**src/rtl/ccr_defs.vh**
```
`ifndef CCR_DEFS_VH
`define CCR_DEFS_VH
// Register byte offsets
`define CCR_OFS_CTRL      12'h404
`define CCR_OFS_MODE      12'h408
`define CCR_OFS_IRQ_STAT  12'h4a0
`define CCR_OFS_IRQ_CLR   12'h4a4
`define CCR_OFS_IRQ_EN    12'h4a8
`define CCR_OFS_MEM_START 12'h4ac
`define CCR_OFS_FRAME     12'h4b0
// capture_control fields
`define CCR_CTRL_ENABLE   0
`define CCR_CTRL_BUSY     1
// sync_and_mode_setting fields
`define CCR_MODE_RSZ_FEED 19
`define CCR_MODE_VP2MEM   18
`define CCR_MODE_WEN      17
`define CCR_MODE_SYNC_EN  16
`define CCR_MODE_FIELD    15
`define CCR_MODE_LPF      14
`define CCR_MODE_FMT_HI   13
`define CCR_MODE_FMT_LO   12
// Input format codes
`define CCR_FMT_RAW       2'h0
`define CCR_FMT_YC16      2'h1
`define CCR_FMT_YC8       2'h2
`define CCR_FMT_RSVD      2'h3
// Interrupt event bits
`define CCR_IRQ_VSYNC     0
`define CCR_IRQ_WINDOW    1
`define CCR_IRQ_BITS      2
// frame_setup fields and reset values
`define CCR_FRAME_OUT     31
`define CCR_RST_LINE_LAST 12'h2cf
`define CCR_RST_FRAME_LAST 12'h20c
`define CCR_RST_MEM_START 12'h000
// Pin synchroniser depth
`define CCR_SYNC_STAGES   3
`endif

```
**src/rtl/ccr_pin_sync.v**
```verilog
`timescale 1ns/1ps
`default_nettype none
// Three-stage synchroniser; output moves only when stages two and three agree
module ccr_pin_sync #(
  parameter W = 1
) (
  input  wire         pclk,    // System clock
  input  wire         presetn, // Async reset, active low
  input  wire [W-1:0] pin,     // Asynchronous pin levels
  output reg  [W-1:0] level    // Filtered synchronous level
);
  reg [W-1:0] s1;
  reg [W-1:0] s2;
  reg [W-1:0] s3;
  integer i;

  always @(posedge pclk or negedge presetn) begin
    if (!presetn) begin
      s1    <= {W{1'b0}};
      s2    <= {W{1'b0}};
      s3    <= {W{1'b0}};
      level <= {W{1'b0}};
    end else begin
      s1 <= pin;
      s2 <= s1;
      s3 <= s2;
      for (i = 0; i < W; i = i + 1) begin
        if (s2[i] == s3[i]) begin
          level[i] <= s3[i];
        end
      end
    end
  end
endmodule // ccr_pin_sync
`default_nettype wire

```
**src/rtl/ccr_capture_ctrl.v**
```verilog
// How it works
// - Busy flag read-only; enable bit switches controller
// - Bit 19 forwards memory readback to resizer
// - Bit 18 routes video port to memory
// - Start line/pixel measured on video port stream when bit 18 routes it, else on sensor pins
// - Raw writes only while bit 17 latched
// - Bit 16 runs timing generator, drive or lock
// - Bit 15 shows field, 0 odd 1 even
// - Bit 14 enables 3-tap low-pass, latched
// - Interrupt events raised even when disabled
//
// Our own choices: the address map and the APB slave port.
`include "ccr_defs.vh"
`timescale 1ns/1ps
`default_nettype none
module ccr_capture_ctrl (
  input  wire        pclk,         // System clock, 40 MHz
  input  wire        presetn,      // Async reset, active low
  input  wire        psel,         // APB select
  input  wire        penable,      // APB access phase
  input  wire        pwrite,       // APB write
  input  wire [11:0] paddr,        // APB byte address
  input  wire [31:0] pwdata,       // APB write data
  output reg  [31:0] prdata,       // APB read data
  output reg         pready,       // APB ready
  output reg         pslverr,      // APB error on unmapped address
  input  wire        pix_clk,      // Sensor pixel clock pin
  input  wire        vsync_in,     // Vertical sync pin level
  input  wire        hsync_in,     // Horizontal sync pin level
  input  wire        field_in,     // Field id pin level
  input  wire [15:0] pix_data,     // Sensor pixel data pins
  output reg         vsync_out,    // Vertical sync drive value
  output reg         vsync_oe_n,   // Vertical sync enable, low drives
  output reg         hsync_out,    // Horizontal sync drive value
  output reg         hsync_oe_n,   // Horizontal sync enable, low drives
  input  wire        vp_valid,     // Video port pixel valid
  input  wire        vp_sol,       // Video port start of line
  input  wire        vp_sof,       // Video port start of frame
  input  wire [15:0] vp_data,      // Video port pixel
  output reg         mem_wr_valid, // Formatter write strobe
  output reg  [15:0] mem_wr_data,  // Formatter write data
  input  wire        mem_rd_valid, // Memory readback valid
  input  wire [15:0] mem_rd_data,  // Memory readback data
  output reg         rsz_valid,    // Resizer input valid
  output reg  [15:0] rsz_data,     // Resizer input data
  output reg         irq           // Level interrupt
);
  ////////////////////////////////////////////////////////////////////////
  reg        enable;
  reg        busy;
  reg        rsz_feed;
  reg        vp2mem;
  reg        wen;
  reg        sync_en;
  reg        field_status;
  reg        antialias_filter_on;
  reg  [1:0] fmt;
  reg        vp2mem_l;
  reg        wen_l;
  reg        lpf_l;
  reg  [1:0] irq_stat;
  reg  [1:0] irq_en;
  reg [11:0] start_line;
  reg [11:0] start_pixel;
  reg [11:0] line_last;
  reg [11:0] frame_last;
  reg        sync_out;
  wire [3:0] pin_lvl;
  reg  [3:0] pin_prev;
  reg [15:0] data_s1;
  reg [15:0] data_s2;
  reg [15:0] d0;
  reg [15:0] d1;
  reg [15:0] d2;
  reg [11:0] h_cnt;
  reg [11:0] v_cnt;
  reg [11:0] vp_h;
  reg [11:0] vp_v;
  reg        half;
  reg  [7:0] low_byte;
  reg        win_d;
  reg        next_irq;

  ccr_pin_sync #(
    .W (4)
  ) u_pin_sync (
    .pclk    (pclk),
    .presetn (presetn),
    .pin     ({field_in, hsync_in, vsync_in, pix_clk}),
    .level   (pin_lvl)
  );

  ////////////////////////////////////////////////////////////////////////
  // Pin edges and sync pulses
  wire tick    = pin_lvl[0] & ~pin_prev[0];
  wire vs_edge = pin_lvl[1] & ~pin_prev[1];
  wire hs_edge = pin_lvl[2] & ~pin_prev[2];
  wire gen_out = sync_en & sync_out;
  wire at_eol  = (h_cnt == line_last);
  wire at_eof  = (v_cnt == frame_last);
  wire hs_pulse = gen_out ? (tick & at_eol) : hs_edge;
  wire vs_pulse = gen_out ? (tick & at_eol & at_eof) : vs_edge;

  // Start line/pixel follow the video port stream when routed
  wire raw_win = (v_cnt >= start_line) && (h_cnt >= start_pixel);
  wire vp_win  = (vp_v >= start_line) && (vp_h >= start_pixel);
  wire win     = vp2mem_l ? vp_win : raw_win;

  // 3-tap [1 2 1]/4 low-pass; bypass keeps the same latency
  wire [17:0] lp_sum = {2'b00, d0} + {1'b0, d1, 1'b0} + {2'b00, d2};
  wire [15:0] filt   = lpf_l ? lp_sum[17:2] : d1;

  always @(posedge pclk or negedge presetn) begin
    if (!presetn) begin
      pin_prev <= 4'h0;
      data_s1  <= 16'h0000;
      data_s2  <= 16'h0000;
    end else begin
      pin_prev <= pin_lvl;
      // Data is stable well around the pixel edge at a 200 ns period,
      // so two stages keep it aligned with the filtered clock edge.
      data_s1  <= pix_data;
      data_s2  <= data_s1;
    end
  end

  ////////////////////////////////////////////////////////////////////////
  // Timing generator: free-runs when driving, relocks on pin edges
  always @(posedge pclk or negedge presetn) begin
    if (!presetn) begin
      h_cnt <= 12'h000;
      v_cnt <= 12'h000;
    end else if (sync_en) begin
      if (vs_pulse) begin
        h_cnt <= 12'h000;
        v_cnt <= 12'h000;
      end else if (hs_pulse) begin
        h_cnt <= 12'h000;
        v_cnt <= v_cnt + 12'h001;
      end else if (tick) begin
        h_cnt <= h_cnt + 12'h001;
      end
    end
  end

  always @(posedge pclk or negedge presetn) begin
    if (!presetn) begin
      vsync_out  <= 1'b0;
      hsync_out  <= 1'b0;
      vsync_oe_n <= 1'b1;
      hsync_oe_n <= 1'b1;
    end else begin
      vsync_oe_n <= ~gen_out;
      hsync_oe_n <= ~gen_out;
      vsync_out  <= gen_out & (v_cnt == 12'h000);
      hsync_out  <= gen_out & (h_cnt == 12'h000);
    end
  end

  // Video port position counters
  always @(posedge pclk or negedge presetn) begin
    if (!presetn) begin
      vp_h <= 12'h000;
      vp_v <= 12'h000;
    end else if (vp_sof) begin
      vp_h <= 12'h000;
      vp_v <= 12'h000;
    end else if (vp_sol) begin
      vp_h <= 12'h000;
      vp_v <= vp_v + 12'h001;
    end else if (vp_valid) begin
      vp_h <= vp_h + 12'h001;
    end
  end

  ////////////////////////////////////////////////////////////////////////
  // Frame-latched settings, busy and field
  always @(posedge pclk or negedge presetn) begin
    if (!presetn) begin
      vp2mem_l     <= 1'b0;
      wen_l        <= 1'b0;
      lpf_l        <= 1'b0;
      busy         <= 1'b0;
      field_status <= 1'b0;
    end else if (vs_pulse) begin
      vp2mem_l <= vp2mem;
      wen_l    <= wen;
      lpf_l    <= antialias_filter_on;
      busy     <= enable;
      // Driving: fields alternate; locked: field pin sampled at sync
      field_status <= gen_out ? ~field_status : pin_lvl[3];
    end
  end

  ////////////////////////////////////////////////////////////////////////
  // Pixel pipeline and formatter write path
  always @(posedge pclk or negedge presetn) begin
    if (!presetn) begin
      d0           <= 16'h0000;
      d1           <= 16'h0000;
      d2           <= 16'h0000;
      half         <= 1'b0;
      low_byte     <= 8'h00;
      mem_wr_valid <= 1'b0;
      mem_wr_data  <= 16'h0000;
      win_d        <= 1'b0;
    end else begin
      mem_wr_valid <= 1'b0;
      win_d        <= win;
      if (tick) begin
        d0 <= data_s2;
        d1 <= d0;
        d2 <= d1;
      end
      if (hs_pulse) begin
        half <= 1'b0;
      end
      if (enable && vp2mem_l) begin
        if (vp_valid && vp_win) begin
          mem_wr_valid <= 1'b1;
          mem_wr_data  <= vp_data;
        end
      end else if (enable && wen_l && tick && raw_win) begin
        case (fmt)
          `CCR_FMT_RAW, `CCR_FMT_YC16: begin
            mem_wr_valid <= 1'b1;
            mem_wr_data  <= filt;
          end
          `CCR_FMT_YC8: begin
            // Two 8-bit samples pack into one word, first in the low byte
            if (half) begin
              mem_wr_valid <= 1'b1;
              mem_wr_data  <= {filt[7:0], low_byte};
            end else begin
              low_byte <= filt[7:0];
            end
            half <= ~half;
          end
          default: begin
            // Reserved format captures nothing
            half <= 1'b0;
          end
        endcase
      end
    end
  end

  // Memory readback forwarding to the resizer
  always @(posedge pclk or negedge presetn) begin
    if (!presetn) begin
      rsz_valid <= 1'b0;
      rsz_data  <= 16'h0000;
    end else begin
      rsz_valid <= rsz_feed & mem_rd_valid;
      if (rsz_feed && mem_rd_valid) begin
        rsz_data <= mem_rd_data;
      end
    end
  end

  ////////////////////////////////////////////////////////////////////////
  // APB slave: zero wait states, read data prepared in the setup cycle
  wire setup   = psel & ~penable;
  wire wr_acc  = psel & penable & pwrite;
  wire map_hit = (paddr == `CCR_OFS_CTRL) || (paddr == `CCR_OFS_MODE) ||
                 (paddr == `CCR_OFS_IRQ_STAT) || (paddr == `CCR_OFS_IRQ_CLR) ||
                 (paddr == `CCR_OFS_IRQ_EN) || (paddr == `CCR_OFS_MEM_START) ||
                 (paddr == `CCR_OFS_FRAME);
  wire [1:0] irq_evt = {win & ~win_d, vs_pulse};
  wire [1:0] irq_clr = (wr_acc && paddr == `CCR_OFS_IRQ_CLR) ? pwdata[1:0] : 2'b00;
  wire [1:0] next_stat = (irq_stat & ~irq_clr) | irq_evt;

  reg [31:0] rd_mux;
  always @* begin
    rd_mux = 32'h0000_0000;
    case (paddr)
      `CCR_OFS_CTRL: begin
        rd_mux[`CCR_CTRL_ENABLE] = enable;
        rd_mux[`CCR_CTRL_BUSY]   = busy;
      end
      `CCR_OFS_MODE: begin
        rd_mux[`CCR_MODE_RSZ_FEED] = rsz_feed;
        rd_mux[`CCR_MODE_VP2MEM]   = vp2mem;
        rd_mux[`CCR_MODE_WEN]      = wen;
        rd_mux[`CCR_MODE_SYNC_EN]  = sync_en;
        rd_mux[`CCR_MODE_FIELD]    = field_status;
        rd_mux[`CCR_MODE_LPF]      = antialias_filter_on;
        rd_mux[`CCR_MODE_FMT_HI:`CCR_MODE_FMT_LO] = fmt;
      end
      `CCR_OFS_IRQ_STAT: rd_mux[1:0] = irq_stat;
      `CCR_OFS_IRQ_EN:   rd_mux[1:0] = irq_en;
      `CCR_OFS_MEM_START: rd_mux = {4'h0, start_line, 4'h0, start_pixel};
      `CCR_OFS_FRAME: rd_mux = {sync_out, 3'h0, frame_last, 4'h0, line_last};
      default: rd_mux = 32'h0000_0000;
    endcase
  end

  always @(posedge pclk or negedge presetn) begin
    if (!presetn) begin
      prdata  <= 32'h0000_0000;
      pready  <= 1'b0;
      pslverr <= 1'b0;
    end else begin
      pready <= 1'b1;
      if (setup) begin
        prdata  <= pwrite ? 32'h0000_0000 : rd_mux;
        pslverr <= ~map_hit;
      end
    end
  end

  always @(posedge pclk or negedge presetn) begin
    if (!presetn) begin
      enable      <= 1'b0;
      rsz_feed    <= 1'b0;
      vp2mem      <= 1'b0;
      wen         <= 1'b0;
      sync_en     <= 1'b0;
      antialias_filter_on         <= 1'b0;
      fmt         <= `CCR_FMT_RAW;
      irq_en      <= 2'b00;
      start_line  <= `CCR_RST_MEM_START;
      start_pixel <= 12'h000;
      line_last   <= `CCR_RST_LINE_LAST;
      frame_last  <= `CCR_RST_FRAME_LAST;
      sync_out    <= 1'b0;
    end else if (wr_acc) begin
      case (paddr)
        `CCR_OFS_CTRL: enable <= pwdata[`CCR_CTRL_ENABLE];
        `CCR_OFS_MODE: begin
          // Field status is read-only; reserved bits are dropped
          rsz_feed <= pwdata[`CCR_MODE_RSZ_FEED];
          vp2mem   <= pwdata[`CCR_MODE_VP2MEM];
          wen      <= pwdata[`CCR_MODE_WEN];
          sync_en  <= pwdata[`CCR_MODE_SYNC_EN];
          antialias_filter_on      <= pwdata[`CCR_MODE_LPF];
          fmt      <= pwdata[`CCR_MODE_FMT_HI:`CCR_MODE_FMT_LO];
        end
        `CCR_OFS_IRQ_EN: irq_en <= pwdata[1:0];
        `CCR_OFS_MEM_START: begin
          start_pixel <= pwdata[11:0];
          start_line  <= pwdata[27:16];
        end
        `CCR_OFS_FRAME: begin
          line_last  <= pwdata[11:0];
          frame_last <= pwdata[27:16];
          sync_out   <= pwdata[`CCR_FRAME_OUT];
        end
        default: begin
          sync_out <= sync_out;
        end
      endcase
    end
  end

  ////////////////////////////////////////////////////////////////////////
  // Interrupts: events set sticky bits whatever the enable bit says;
  // an event in the clearing cycle survives the clear.
  always @* begin
    next_irq = |(next_stat & irq_en);
  end

  always @(posedge pclk or negedge presetn) begin
    if (!presetn) begin
      irq_stat <= 2'b00;
      irq      <= 1'b0;
    end else begin
      irq_stat <= next_stat;
      irq      <= next_irq;
    end
  end
endmodule // ccr_capture_ctrl
`default_nettype wire

```
**config.mk**
```make
export PLATFORM = sky130hd
export DESIGN_NAME = ccr_capture_ctrl
export DESIGN_NICKNAME = d
export VERILOG_FILES = /design/src/rtl/ccr_pin_sync.v /design/src/rtl/ccr_capture_ctrl.v
export VERILOG_INCLUDE_DIRS = /design/src /design/src/rtl
export SDC_FILE = /design/constraint.sdc
export NUM_CORES = 1
export LEC_CHECK = 0
export BUFFER_PORTS_ARGS = -buffer_cell sky130_fd_sc_hd__buf_4
export CAP_MARGIN = 25
export CORE_ASPECT_RATIO = 2
export CORE_MARGIN = 4
export CORE_UTILIZATION = 60
export DETAILED_ROUTE_END_ITERATION = 12
export GPL_ROUTABILITY_DRIVEN = 0
export PLACE_DENSITY_LB_ADDON = 0.1
export SETUP_SLACK_MARGIN = 0.4
export SLEW_MARGIN = 20
export SYNTH_ARGS = -nofsm -noshare
export SYNTH_HDL_FRONTEND = slang
export SYNTH_SLANG_ARGS = --single-unit
```
**constraint.sdc**
```tcl
create_clock -name pclk -period 9.87 [get_ports pclk]
set_clock_uncertainty 0.15 [all_clocks]
set_input_delay 0.4935 -clock pclk [delete_from_list [all_inputs] [get_ports pclk]]
set_output_delay 0.4935 -clock pclk [all_outputs]
set_load 0.02 [all_outputs]
```
==> results of run 1 <==
==> cell usage after synthesis (all sizes together), types with 12 or more instances <==
cell / number / area (um2)
nand2: 118 / 450
buf: 22 / 128
nor2: 95 / 357
a22oi: 19 / 143
ha: 69 / 863
fa: 16 / 320
xor2: 36 / 315
mux2: 133 / 1570
nand4: 12 / 75.1
or3: 13 / 81.3
dfrtp: 281 / 7030
and3: 20 / 125
a21oi: 39 / 195
xnor2: 27 / 236
nand2b: 13 / 81.3
inv: 50 / 188
clkbuf: 34 / 128
o21ai: 87 / 439
nand3: 32 / 160
==> final timing paths <==
path,endpoint,slack (ns),cells past startpoint
setup / recovery,mem_wr_data[13]$_DFFE_PN0P_,6.23,11
hold / removal,rsz_data[1]$_DFFE_PN0P_,0.03,2
setup reg to reg,mem_wr_data[13]$_DFFE_PN0P_,6.23,11
hold reg to reg,data_s2[6]$_DFF_PN0_,0.20,0
max in group asynchronous,prdata[22]$_DFFE_PN0P_,7.08,4
min in group asynchronous,data_s2[1]$_DFF_PN0_,0.45,2
==> per-layer routing <==
metal  vias up  track usage, %
li1       4827               -
met5         -               0
met4         0            17.6
met2       296            53.6
met1      5195            27.5
met3       115            3.44
==> sequential cells by signal (all words and copies together) (netlist names), 16 cells and up <==
register     count
mem_wr_data     16
d1              16
prdata          29
rsz_data        16
data_s2         16
d2              16
d0              16
data_s1         16
==> kinds of logic after synthesis <==
| family | share of synthesized area [%] |
|---|---|
| simple gates | 11.6 |
| flops | 51.0 |
| compound gates | 10.2 |
| mux | 11.6 |
| buf+inv | 3.09 |
| fa+ha+maj | 8.53 |
| xor+xnor | 3.85 |
| other cells | 0.0524 |
==> stage by stage <==
stage	hold slack, ns	cells
final	0.0283	1752
after global routing	0.0241	1752
after CTS	0.0114	1752
after detailed placement	0.185	1684
after global placement	0.184	1684
after floorplan	0.0479	1274
==> power groups by stage <==
| stage | sequential [W] | combinational (W) | clock [W] |
|---|---|---|---|
| finish | 0.00139 | 0.00120 | 0.00101 |
| global route | 0.00140 | 0.00133 | 0.00107 |
| CTS | 0.00139 | 0.00120 | 0.00103 |
| detailed placement | 0.00141 | 0.00118 | 0 |
| global placement | 0.00140 | 0.00115 | 0 |
| floorplan | 0.00138 | 0.000871 | 0 |
==> cell type report <==
type	count	area (um2)	area share [%]
Inverter	50	188	1.11
Sequential cell	292	7320	43.3
Clock buffer	36	749	4.44
Timing Repair Buffer	204	1590	9.42
Tap cell	283	354	2.10
Clock inverter	11	88.8	0.526
Multi-Input combinational cell	876	6600	39.1
==> summary.txt, run 1 <==
Route
  – Max Used Layer: met4
  – Met2 wire length: approximately 20,000 um
  – DR vias/cell: slightly below 6
  – TritonRoute pass-1 iters: 5
  – WL met1: roughly 12,000 um
  – Final WL: 36,400 um
  – Routed length on met3: 1330 um
  – DRC Markers: 0
  – DR WL/cell: approximately 21 um
  – Iter 0 DRT Violations: approximately 640
  – Vias: 10,433
  – Final antenna-violating net count: 0

Layout
  – Share of post-route cells with drive strength above 1: 26.0%
  – Most common cell after layout, fill and taps aside: dfrtp_1
  – Area Overhead vs Synth: 17.8%
  – Fillers: around 1,700
  – Util after Layout: 72.1%
  – Antenna diode count: 0
  – Nets@finish: about 1,600
  – Most frequent cells in the layout: 281 x dfrtp_1, 182 x buf_4, 117 x nand2_1, 113 x mux2_2, 95 x nor2_1
  – Fin area: between 0.015 and 0.02 mm2

Synth
  – Post-Syn Area: approximately 0.014 mm2
  – Syn Inst Count: 1,272
  – Sequential share of the synthesized area: between 50% and 60%
  – Async SR Flop Fraction: 100%
  – Distinct cell type count after synthesis: 69
  – Synth Register Bits: ~290
  – Post-Syn Area per Cell: 11.3 um2
  – Post-synth EDFFs: 0
  – Synth warn: 0
  – Top FF cell, synth: dfrtp_1

Power
  – Sw Pwr: 0.00121 W
  – Pleak: about 8.0 nW
  – Power share of the sequential group: 38.5%
  – Clock power share: 28.0%
  – Final Total Pwr: 0.00360 W
  – VDD IR max: 0.000160 V
  – Power Dens Cells: 213 mW/mm2
  – Cell internal pwr: 0.00238 W
  – Switching fraction of total power: 33.7%
  – Comb pwr share: 33.5%

Clock network
  – CTS Hold Bufs: 21
  – Clock sink count: 292
  – Clock root cell: clkbuf_16
  – CTS clk-pin slew, worst paths: 0.06 ns
  – H-tree depth: 1
  – Worst skew pair latency: 0.55 ns
  – Bufs on Longest Clock Path: 3
  – Postcts setup bufs: 0
  – TritonCTS Buffers: 26
  – TritonCTS clock tree: yes
  – Post-CTS resize count: 0

Place
  – DPL Wire Length: between 20,000 and 30,000 um
  – Port bufs: 170
  – Placed cell areas: 0.0158 mm2
  – DP Worst Slack: 6.24 ns

STA
  – Final setup margin: 6.23 ns
  – Max-slew violations: 0
  – # setup viols final: 0
  – Final Cycle Share: 36.9%
  – Fin. Hold Viols: 0
  – RSZ-0062 raised after global routing: no
  – Highest clock rate: between 0.2 and 0.3 GHz
  – Worst-Margin Slew: 0.848 ns
  – Fin crit period: around 3.6 ns
  – TNS Setup: 0 ns
  – Slew margin rel.: 43.4%

Die
  – Die area: roughly 0.027 mm2
  – Initial core utilization: 61.2%
  – Die H: 227 um
  – Cell Rows: 79
  – Core ar.: 0.0234 mm2
  – Ports: 178
  – Die X: 117 um

Worst setup path
  – R2r startpoint: d1[1]$_DFFE_PN0P_
  – Max incr delay on CP: 0.58 ns
  – Critical Path RT: 10.13 ns
  – CP bufs+invs: 1
  – Crit path launch: d1[1]$_DFFE_PN0P_
  – Peak fanout along the critical path: 4
  – CP cell instances: fa_1 -> inv_1 -> fa_1 -> nand2b_1 -> a21oi_1 -> o41a_1 -> a21oi_1 -> o311a_1 -> xnor2_1 -> o21ai_0 -> a31oi_1
  – CP Data Arrival Time: 3.89 ns
  – Kind of critical path: flop to flop
  – Setup crit start kind: flop
  – Slowest CP cell: fa_1
  – Critical path endpoint category: flop
  – Family with the most delay on the worst path: compound AO/OA/AOI/OAI gates

Min path
  – Hold Crit Class: input port to flop
  – Critical hold path startpoint: mem_rd_data[1]

Outcome
  – Status: complete, no violations

Global routing
  – Total gr overflow: 0
  – Global-route wire length before repair: 58,400 um
  – Largest net degree at the start of global routing: 110
  – Number of global-route vias before repair: 11,194
  – GR Util All Layers: approximately 28%
  – Initial antenna violation count: 0

Flow run
  – Max Cap Viol: 0
(Power assumes the default switching activity.)
==> inputs of run 2 (changes only) <==
--- a/config.mk
+++ b/config.mk
@@ -10,7 +10,7 @@
 export CAP_MARGIN = 25
 export CORE_ASPECT_RATIO = 2
 export CORE_MARGIN = 4
-export CORE_UTILIZATION = 60
+export CORE_UTILIZATION = 59
 export DETAILED_ROUTE_END_ITERATION = 12
 export GPL_ROUTABILITY_DRIVEN = 0
 export PLACE_DENSITY_LB_ADDON = 0.1
==> constraint.sdc (replaced) <==
create_clock -name pclk -period 3.7 [get_ports pclk]
set_clock_uncertainty 0.15 [all_clocks]
set_input_delay 0.185 -clock pclk [delete_from_list [all_inputs] [get_ports pclk]]
set_output_delay 0.185 -clock pclk [all_outputs]
set_load 0.02 [all_outputs]
==> run 2 against run 1 <==
Compared with the run above:
- cell count up 5.7%
- clock-buffer cell count down 5
- global-route usage up 0.96 points
- maximum frequency up 11%
- setup slack worse by 5.8 ns
- via count up 5.5%
- worst hold slack better by 0.020 ns
- sequential share of layout area down 2.7 points
- utilization up 3.2 points
- highest routed layer unchanged
==> summary.txt, run 2 (same netlist as run 1, synthesis figures left out) <==
Clock network
  – TritonCTS Buffers: 26
  – Worst skew pair latency: 0.55 ns
  – CTS clk-pin slew, worst paths: 0.07 ns
  – Clock sink count: 292
  – TritonCTS clock tree: yes
  – Clock root cell: clkbuf_16
  – Bufs on Longest Clock Path: 3
  – H-tree depth: 1

STA
  – Max-slew violations: 0
  – RSZ-0062 raised after global routing: yes
  – Worst-Margin Slew: between 0.9 and 1 ns
  – Slew margin rel.: 38.3%
  – TNS Setup: 0 ns
  – Hold Slack: a little under 0.05 ns
  – Fin crit period: 3.28 ns
  – # setup viols final: 0
  – Final Cycle Share: 88.8%
  – Highest clock rate: 0.305 GHz
  – Fin. Hold Viols: 0

Worst setup path
  – Critical path endpoint category: flop
  – Reg2reg end: mem_wr_data[13]$_DFFE_PN0P_
  – Peak fanout along the critical path: 3
  – Kind of critical path: flop to flop
  – Crit path launch: d1[0]$_DFFE_PN0P_
  – Critical Path RT: 3.97 ns
  – Crit path to: mem_wr_data[13]$_DFFE_PN0P_
  – Worst Reg-to-Reg Cells: 13
  – Setup crit start kind: flop
  – Register-to-register setup slack: 0.42 ns
  – CP Data Arrival Time: 3.55 ns
  – R2r startpoint: d1[0]$_DFFE_PN0P_

Die
  – Cell Rows: 80
  – Die area: around 0.027 mm2
  – Die H: 228 um
  – Initial core utilization: 59.9%
  – Die X: between 100 and 150 um
  – Ports: 178
  – Core ar.: 0.0239 mm2

Power
  – VDD IR max: roughly 0.00056 V
  – Final Total Pwr: 0.0104 W
  – Power Dens Cells: between 500 and 600 mW/mm2
  – Pleak: 8.53 nW

Global routing
  – Initial antenna violation count: 0
  – Largest net degree at the start of global routing: 103
  – Number of global-route vias before repair: about 12,000
  – GR Util All Layers: 28.6%
  – Total gr overflow: 0
  – Global-route wire length before repair: 61,100 um

Layout
  – Top reg by flops: prdata
  – Max FFs per register: 29
  – Area Overhead vs Synth: 25.7%
  – Multi-input combinational cell area: 0.00673 mm2
  – Most frequent cells in the layout: 280 x dfrtp_1, 200 x buf_4, 117 x nand2_1, 112 x mux2_2, 96 x dlygate4sd3_1
  – Most common cell after layout, fill and taps aside: dfrtp_1
  – Nets@finish: 1,735
  – Share of post-route cells with drive strength above 1: 27.2%
  – Fillers: 1,583
  – Register area: ~0.0073 mm2
  – Antenna diode count: 0

Outcome
  – Status: complete, no violations

Route
  – Final WL: 38,700 um
  – Iter 0 DRT Violations: 663
  – Final antenna-violating net count: 0
  – Vias: ~11,000
  – DR vias/cell: ~5.9
  – DR WL/cell: 20.9 um
  – TritonRoute pass-1 iters: 5
  – DRC Markers: 0

Flow run
  – Max Cap Viol: 0

Min path
  – WHS Path Cells: 4
  – Hold Crit Class: input port to flop

Place
  – DPL Wire Length: about 28,000 um
  – Port bufs: 170
[run 2: repair_timing]
item,4_1_cts,5_1_grt
buffers inserted,5,3
hold buffers,96,0
endpoints found under the hold margin,232,0
pin swaps,8,25
setup endpoints to repair,7,11
resized for setup,8,18
[run 2: final cells by class]
class / count / area share (%)
Sequential cell: 292 / 40.6
Inverter: 50 / 1.04
Tap cell: 287 / 1.99
Clock inverter: 17 / 1.12
Multi-Input combinational cell: 876 / 37.3
Timing Repair Buffer: 299 / 14.0
Clock buffer: 31 / 3.94
[run 2: through the flow]
step | instances | setup slack (ns) | util [%] | area (um2)
6_report | 1852 | 0.416 | 75.3 | 18000
5_1_grt | 1852 | 0.318 | 75.3 | 18000
4_1_cts | 1849 | 0.384 | 74.9 | 17900
3_5_place_dp | 1700 | 0.260 | 66.7 | 16000
3_3_place_gp | 1700 | 0.291 | 66.7 | 16000
2_1_floorplan | 1274 | 0.561 | - | 14300
[run 2: how the worst min path moves through the flow]
stage	start	endpoint	slack (ns)
2_1_floorplan	presetn	antialias_filter_on$_DFFE_PN0P_	-0.26
6_report	psel	prdata[24]$_DFFE_PN0P_	0.05
4_1_cts	psel	prdata[24]$_DFFE_PN0P_	0.04
3_3_place_gp	presetn	data_s2[2]$_DFF_PN0_	0.12
5_1_grt	paddr[9]	enable$_DFFE_PN0P_	0.1
3_5_place_dp	presetn	d0[1]$_DFFE_PN0P_	0.13
[run 2: layer usage]
metal | vias to the layer above | part of all wire [%] | track usage, %
li1 | 5030 | - | -
met1 | 5480 | 33 | 28.4
met2 | 350 | 56 | 54.5
met3 | 144 | 4.0 | 3.15
met4 | 0 | 7.8 | 19.3
met5 | - | 0 | 0
[run 2: critical path, stage by stage (launching register included)]
cell	delay [ns]
dfrtp_1	0.35
inv_1	0.07
fa_1	0.50
nand3b_1	0.21
fa_2	0.41
nand2b_4	0.16
a21oi_4	0.14
o41a_1	0.22
a21oi_2	0.11
o311a_1	0.32
xnor2_1	0.13
o21ai_0	0.17
buf_4	0.15
a31oi_1	0.08
[run 2: power by group]
part | internal, W | switching [W]
Clock | 0.00166 | 0.00123
Combinational | 0.00182 | 0.00202
Sequential | 0.00344 | 0.000250
==> inputs of run 3 (changes only) <==
--- a/config.mk
+++ b/config.mk
@@ -6,11 +6,12 @@
 export SDC_FILE = /design/constraint.sdc
 export NUM_CORES = 1
 export LEC_CHECK = 0
+export ABC_AREA = 0
 export BUFFER_PORTS_ARGS = -buffer_cell sky130_fd_sc_hd__buf_4
 export CAP_MARGIN = 25
 export CORE_ASPECT_RATIO = 2
 export CORE_MARGIN = 4
-export CORE_UTILIZATION = 59
+export CORE_UTILIZATION = 45
 export DETAILED_ROUTE_END_ITERATION = 12
 export GPL_ROUTABILITY_DRIVEN = 0
 export PLACE_DENSITY_LB_ADDON = 0.1
@@ -19,3 +20,4 @@
 export SYNTH_ARGS = -nofsm -noshare
 export SYNTH_HDL_FRONTEND = slang
 export SYNTH_SLANG_ARGS = --single-unit
+export TNS_END_PERCENT = 30
==> run 3 against run 2 <==
Compared with the run above:
- setup slack got worse by 0.049 ns
- combinational power down 5.2%
- global-route usage decreased by 7.0 points
- non-clock buffer count fell by 5
- critical path type unchanged
- register-to-register slack got worse by 0.05 ns
- sequential share of layout area decreased by 0.40 points
- critical endpoint is now mem_wr_data[14]$_DFFE_PN0P_
- utilization fell by 18 points
- first-iteration DRC count shrank 28%
==> summary.txt, run 3 (same netlist as run 1, synthesis figures left out) <==
Route
  – DR WL/cell: ~19 um
  – DR vias/cell: 5.31
  – Vias: 10,539
  – Final antenna-violating net count: 0
  – TritonRoute pass-1 iters: 5
  – Final WL: 37,900 um
  – DRC Markers: 0
  – Iter 0 DRT Violations: around 480

Die
  – Die H: 260 um
  – Core ar.: around 0.032 mm2
  – Die area: around 0.035 mm2
  – Die X: 134 um
  – Cell Rows: roughly 90
  – Ports: 178
  – Initial core utilization: 45.5%

STA
  – Fin. Hold Viols: 0
  – TNS Setup: 0 ns
  – Worst-Margin Slew: 0.883 ns
  – Fin crit period: 3.33 ns
  – Slew margin rel.: a little over 40%
  – Max-slew violations: 0
  – RSZ-0062 raised after global routing: yes
  – Final Cycle Share: between 90% and 100%
  – Highest clock rate: 0.300 GHz
  – # setup viols final: 0

Clock network
  – Clock sink count: 292
  – Clock root cell: clkbuf_16
  – Bufs on Longest Clock Path: 3
  – TritonCTS clock tree: yes
  – CTS clk-pin slew, worst paths: 0.07 ns
  – H-tree depth: 1
  – Worst skew pair latency: 0.54 ns
  – TritonCTS Buffers: 27

Worst setup path
  – Slowest CP cell: fa_1
  – Critical path endpoint category: flop
  – Kind of critical path: flop to flop
  – Peak fanout along the critical path: 4
  – Critical Path RT: 4.02 ns
  – Setup crit start kind: flop
  – CP cell instances: fa_1 -> ha_2 -> or3_1 -> o221a_4 -> a221oi_4 -> o21ai_4 -> a311oi_2 -> xor2_1 -> o32a_1 -> a21oi_1
  – Worst Reg-to-Reg Cells: 10
  – Max incr delay on CP: 0.55 ns
  – CP Data Arrival Time: roughly 3.7 ns

Layout
  – Most common cell after layout, fill and taps aside: dfrtp_1
  – Nets@finish: 1,731
  – Antenna diode count: 0
  – Area Overhead vs Synth: 26.9%
  – Top reg by flops: prdata
  – Most frequent cells in the layout: 281 x dfrtp_1, 194 x buf_4, 117 x nand2_1, 112 x mux2_2
  – Fillers: 2,757
  – Share of post-route cells with drive strength above 1: about a quarter
  – Fin area: 0.0182 mm2
  – Max FFs per register: 29

Place
  – Port bufs: between 150 and 200
  – Placed cell areas: 0.0161 mm2
  – DPL Wire Length: 28,300 um

Min path
  – Hold Crit Class: input port to flop
  – WHS Path Cells: 5

Global routing
  – Global-route wire length before repair: 59,800 um
  – Total gr overflow: 0
  – Largest net degree at the start of global routing: around 100
  – Initial antenna violation count: 0
  – Number of global-route vias before repair: about 11,000
  – GR Util All Layers: a little over a fifth

Power
  – VDD IR max: 0.000376 V
  – Pleak: between 8 and 9 nW
  – Power Dens Cells: 568 mW/mm2
  – Final Total Pwr: 0.0103 W

Outcome
  – Status: complete, no violations

Flow run
  – Max Cap Viol: 0
-- run 3: path summary, 6_finish.rpt --
kind                                      startpoint                           to  slack, ns
worst min-delay path                        paddr[8]           enable$_DFFE_PN0P_       0.07
max in group asynchronous                    presetn     line_last[3]$_DFFE_PN1P_       2.46
worst max-delay path               d0[3]$_DFFE_PN0P_  mem_wr_data[14]$_DFFE_PN0P_       0.37
min in group asynchronous                    presetn            d0[6]$_DFFE_PN0P_       0.13
worst min register to register  data_s1[6]$_DFF_PN0_         data_s2[6]$_DFF_PN0_       0.20
worst max register to register     d0[3]$_DFFE_PN0P_  mem_wr_data[14]$_DFFE_PN0P_       0.37
-- run 3: timing repair --
action | CTS | global route
endpoints found under the setup margin | 6 | 14
pin swaps | 7 | 8
buffers inserted | 4 | 4
endpoints found under the hold margin | 232 | 0
hold buffers | 95 | 0
resized for setup | 7 | 15
-- run 3: power by group --
group | total (W) | internal (W) | leakage, nW | switching, W
logic | 0.00364 | 0.00168 | 4.31 | 0.00196
clock network | 0.00302 | 0.00180 | 0.471 | 0.00122
registers | 0.00369 | 0.00344 | 3.74 | 0.000245
total | 0.0103 | 0.00692 | 8.52 | 0.00342
-- run 3: per-layer routing --
metal	up-vias	wire length [um]	GRT usage (%)
li1	5004	-	-
met1	5240	13700	23.5
met2	223	21500	41.9
met3	72	1290	2.58
met4	0	1460	8.52
met5	-	0	0
-- run 3: layout make-up --
class | count | area (um2) | share of cell area (%)
well taps | 423 | 529 | 2.91
flip-flops and latches | 292 | 7320 | 40.2
repair buffers | 294 | 2500 | 13.7
clock inverters | 9 | 150 | 0.825
inverters | 50 | 188 | 1.03
multi-input cells | 876 | 6700 | 36.8
clock buffers | 40 | 815 | 4.48
-- run 3: metrics by stage --
stage	hold WS (ns)	setup slack, ns	instances	util, %
floorplan	-0.261	0.561	1274	-
finish	0.0701	0.367	1984	57.7
global route	0.0952	0.250	1984	57.7
CTS	0.0551	0.384	1980	57.4
detailed placement	0.146	0.261	1832	51.1
global placement	0.145	0.295	1832	51.1
-- run 3: critical path: cells and delay by family, from the launching register on --
kind | cells | cell delay (ns)
AOI/OAI and AO/OA | 6 | 1.38
DFF | 1 | 0.41
and+or+nand+nor | 1 | 0.36
adders and majority gates | 2 | 0.86
xor gates and xnor gates | 1 | 0.11
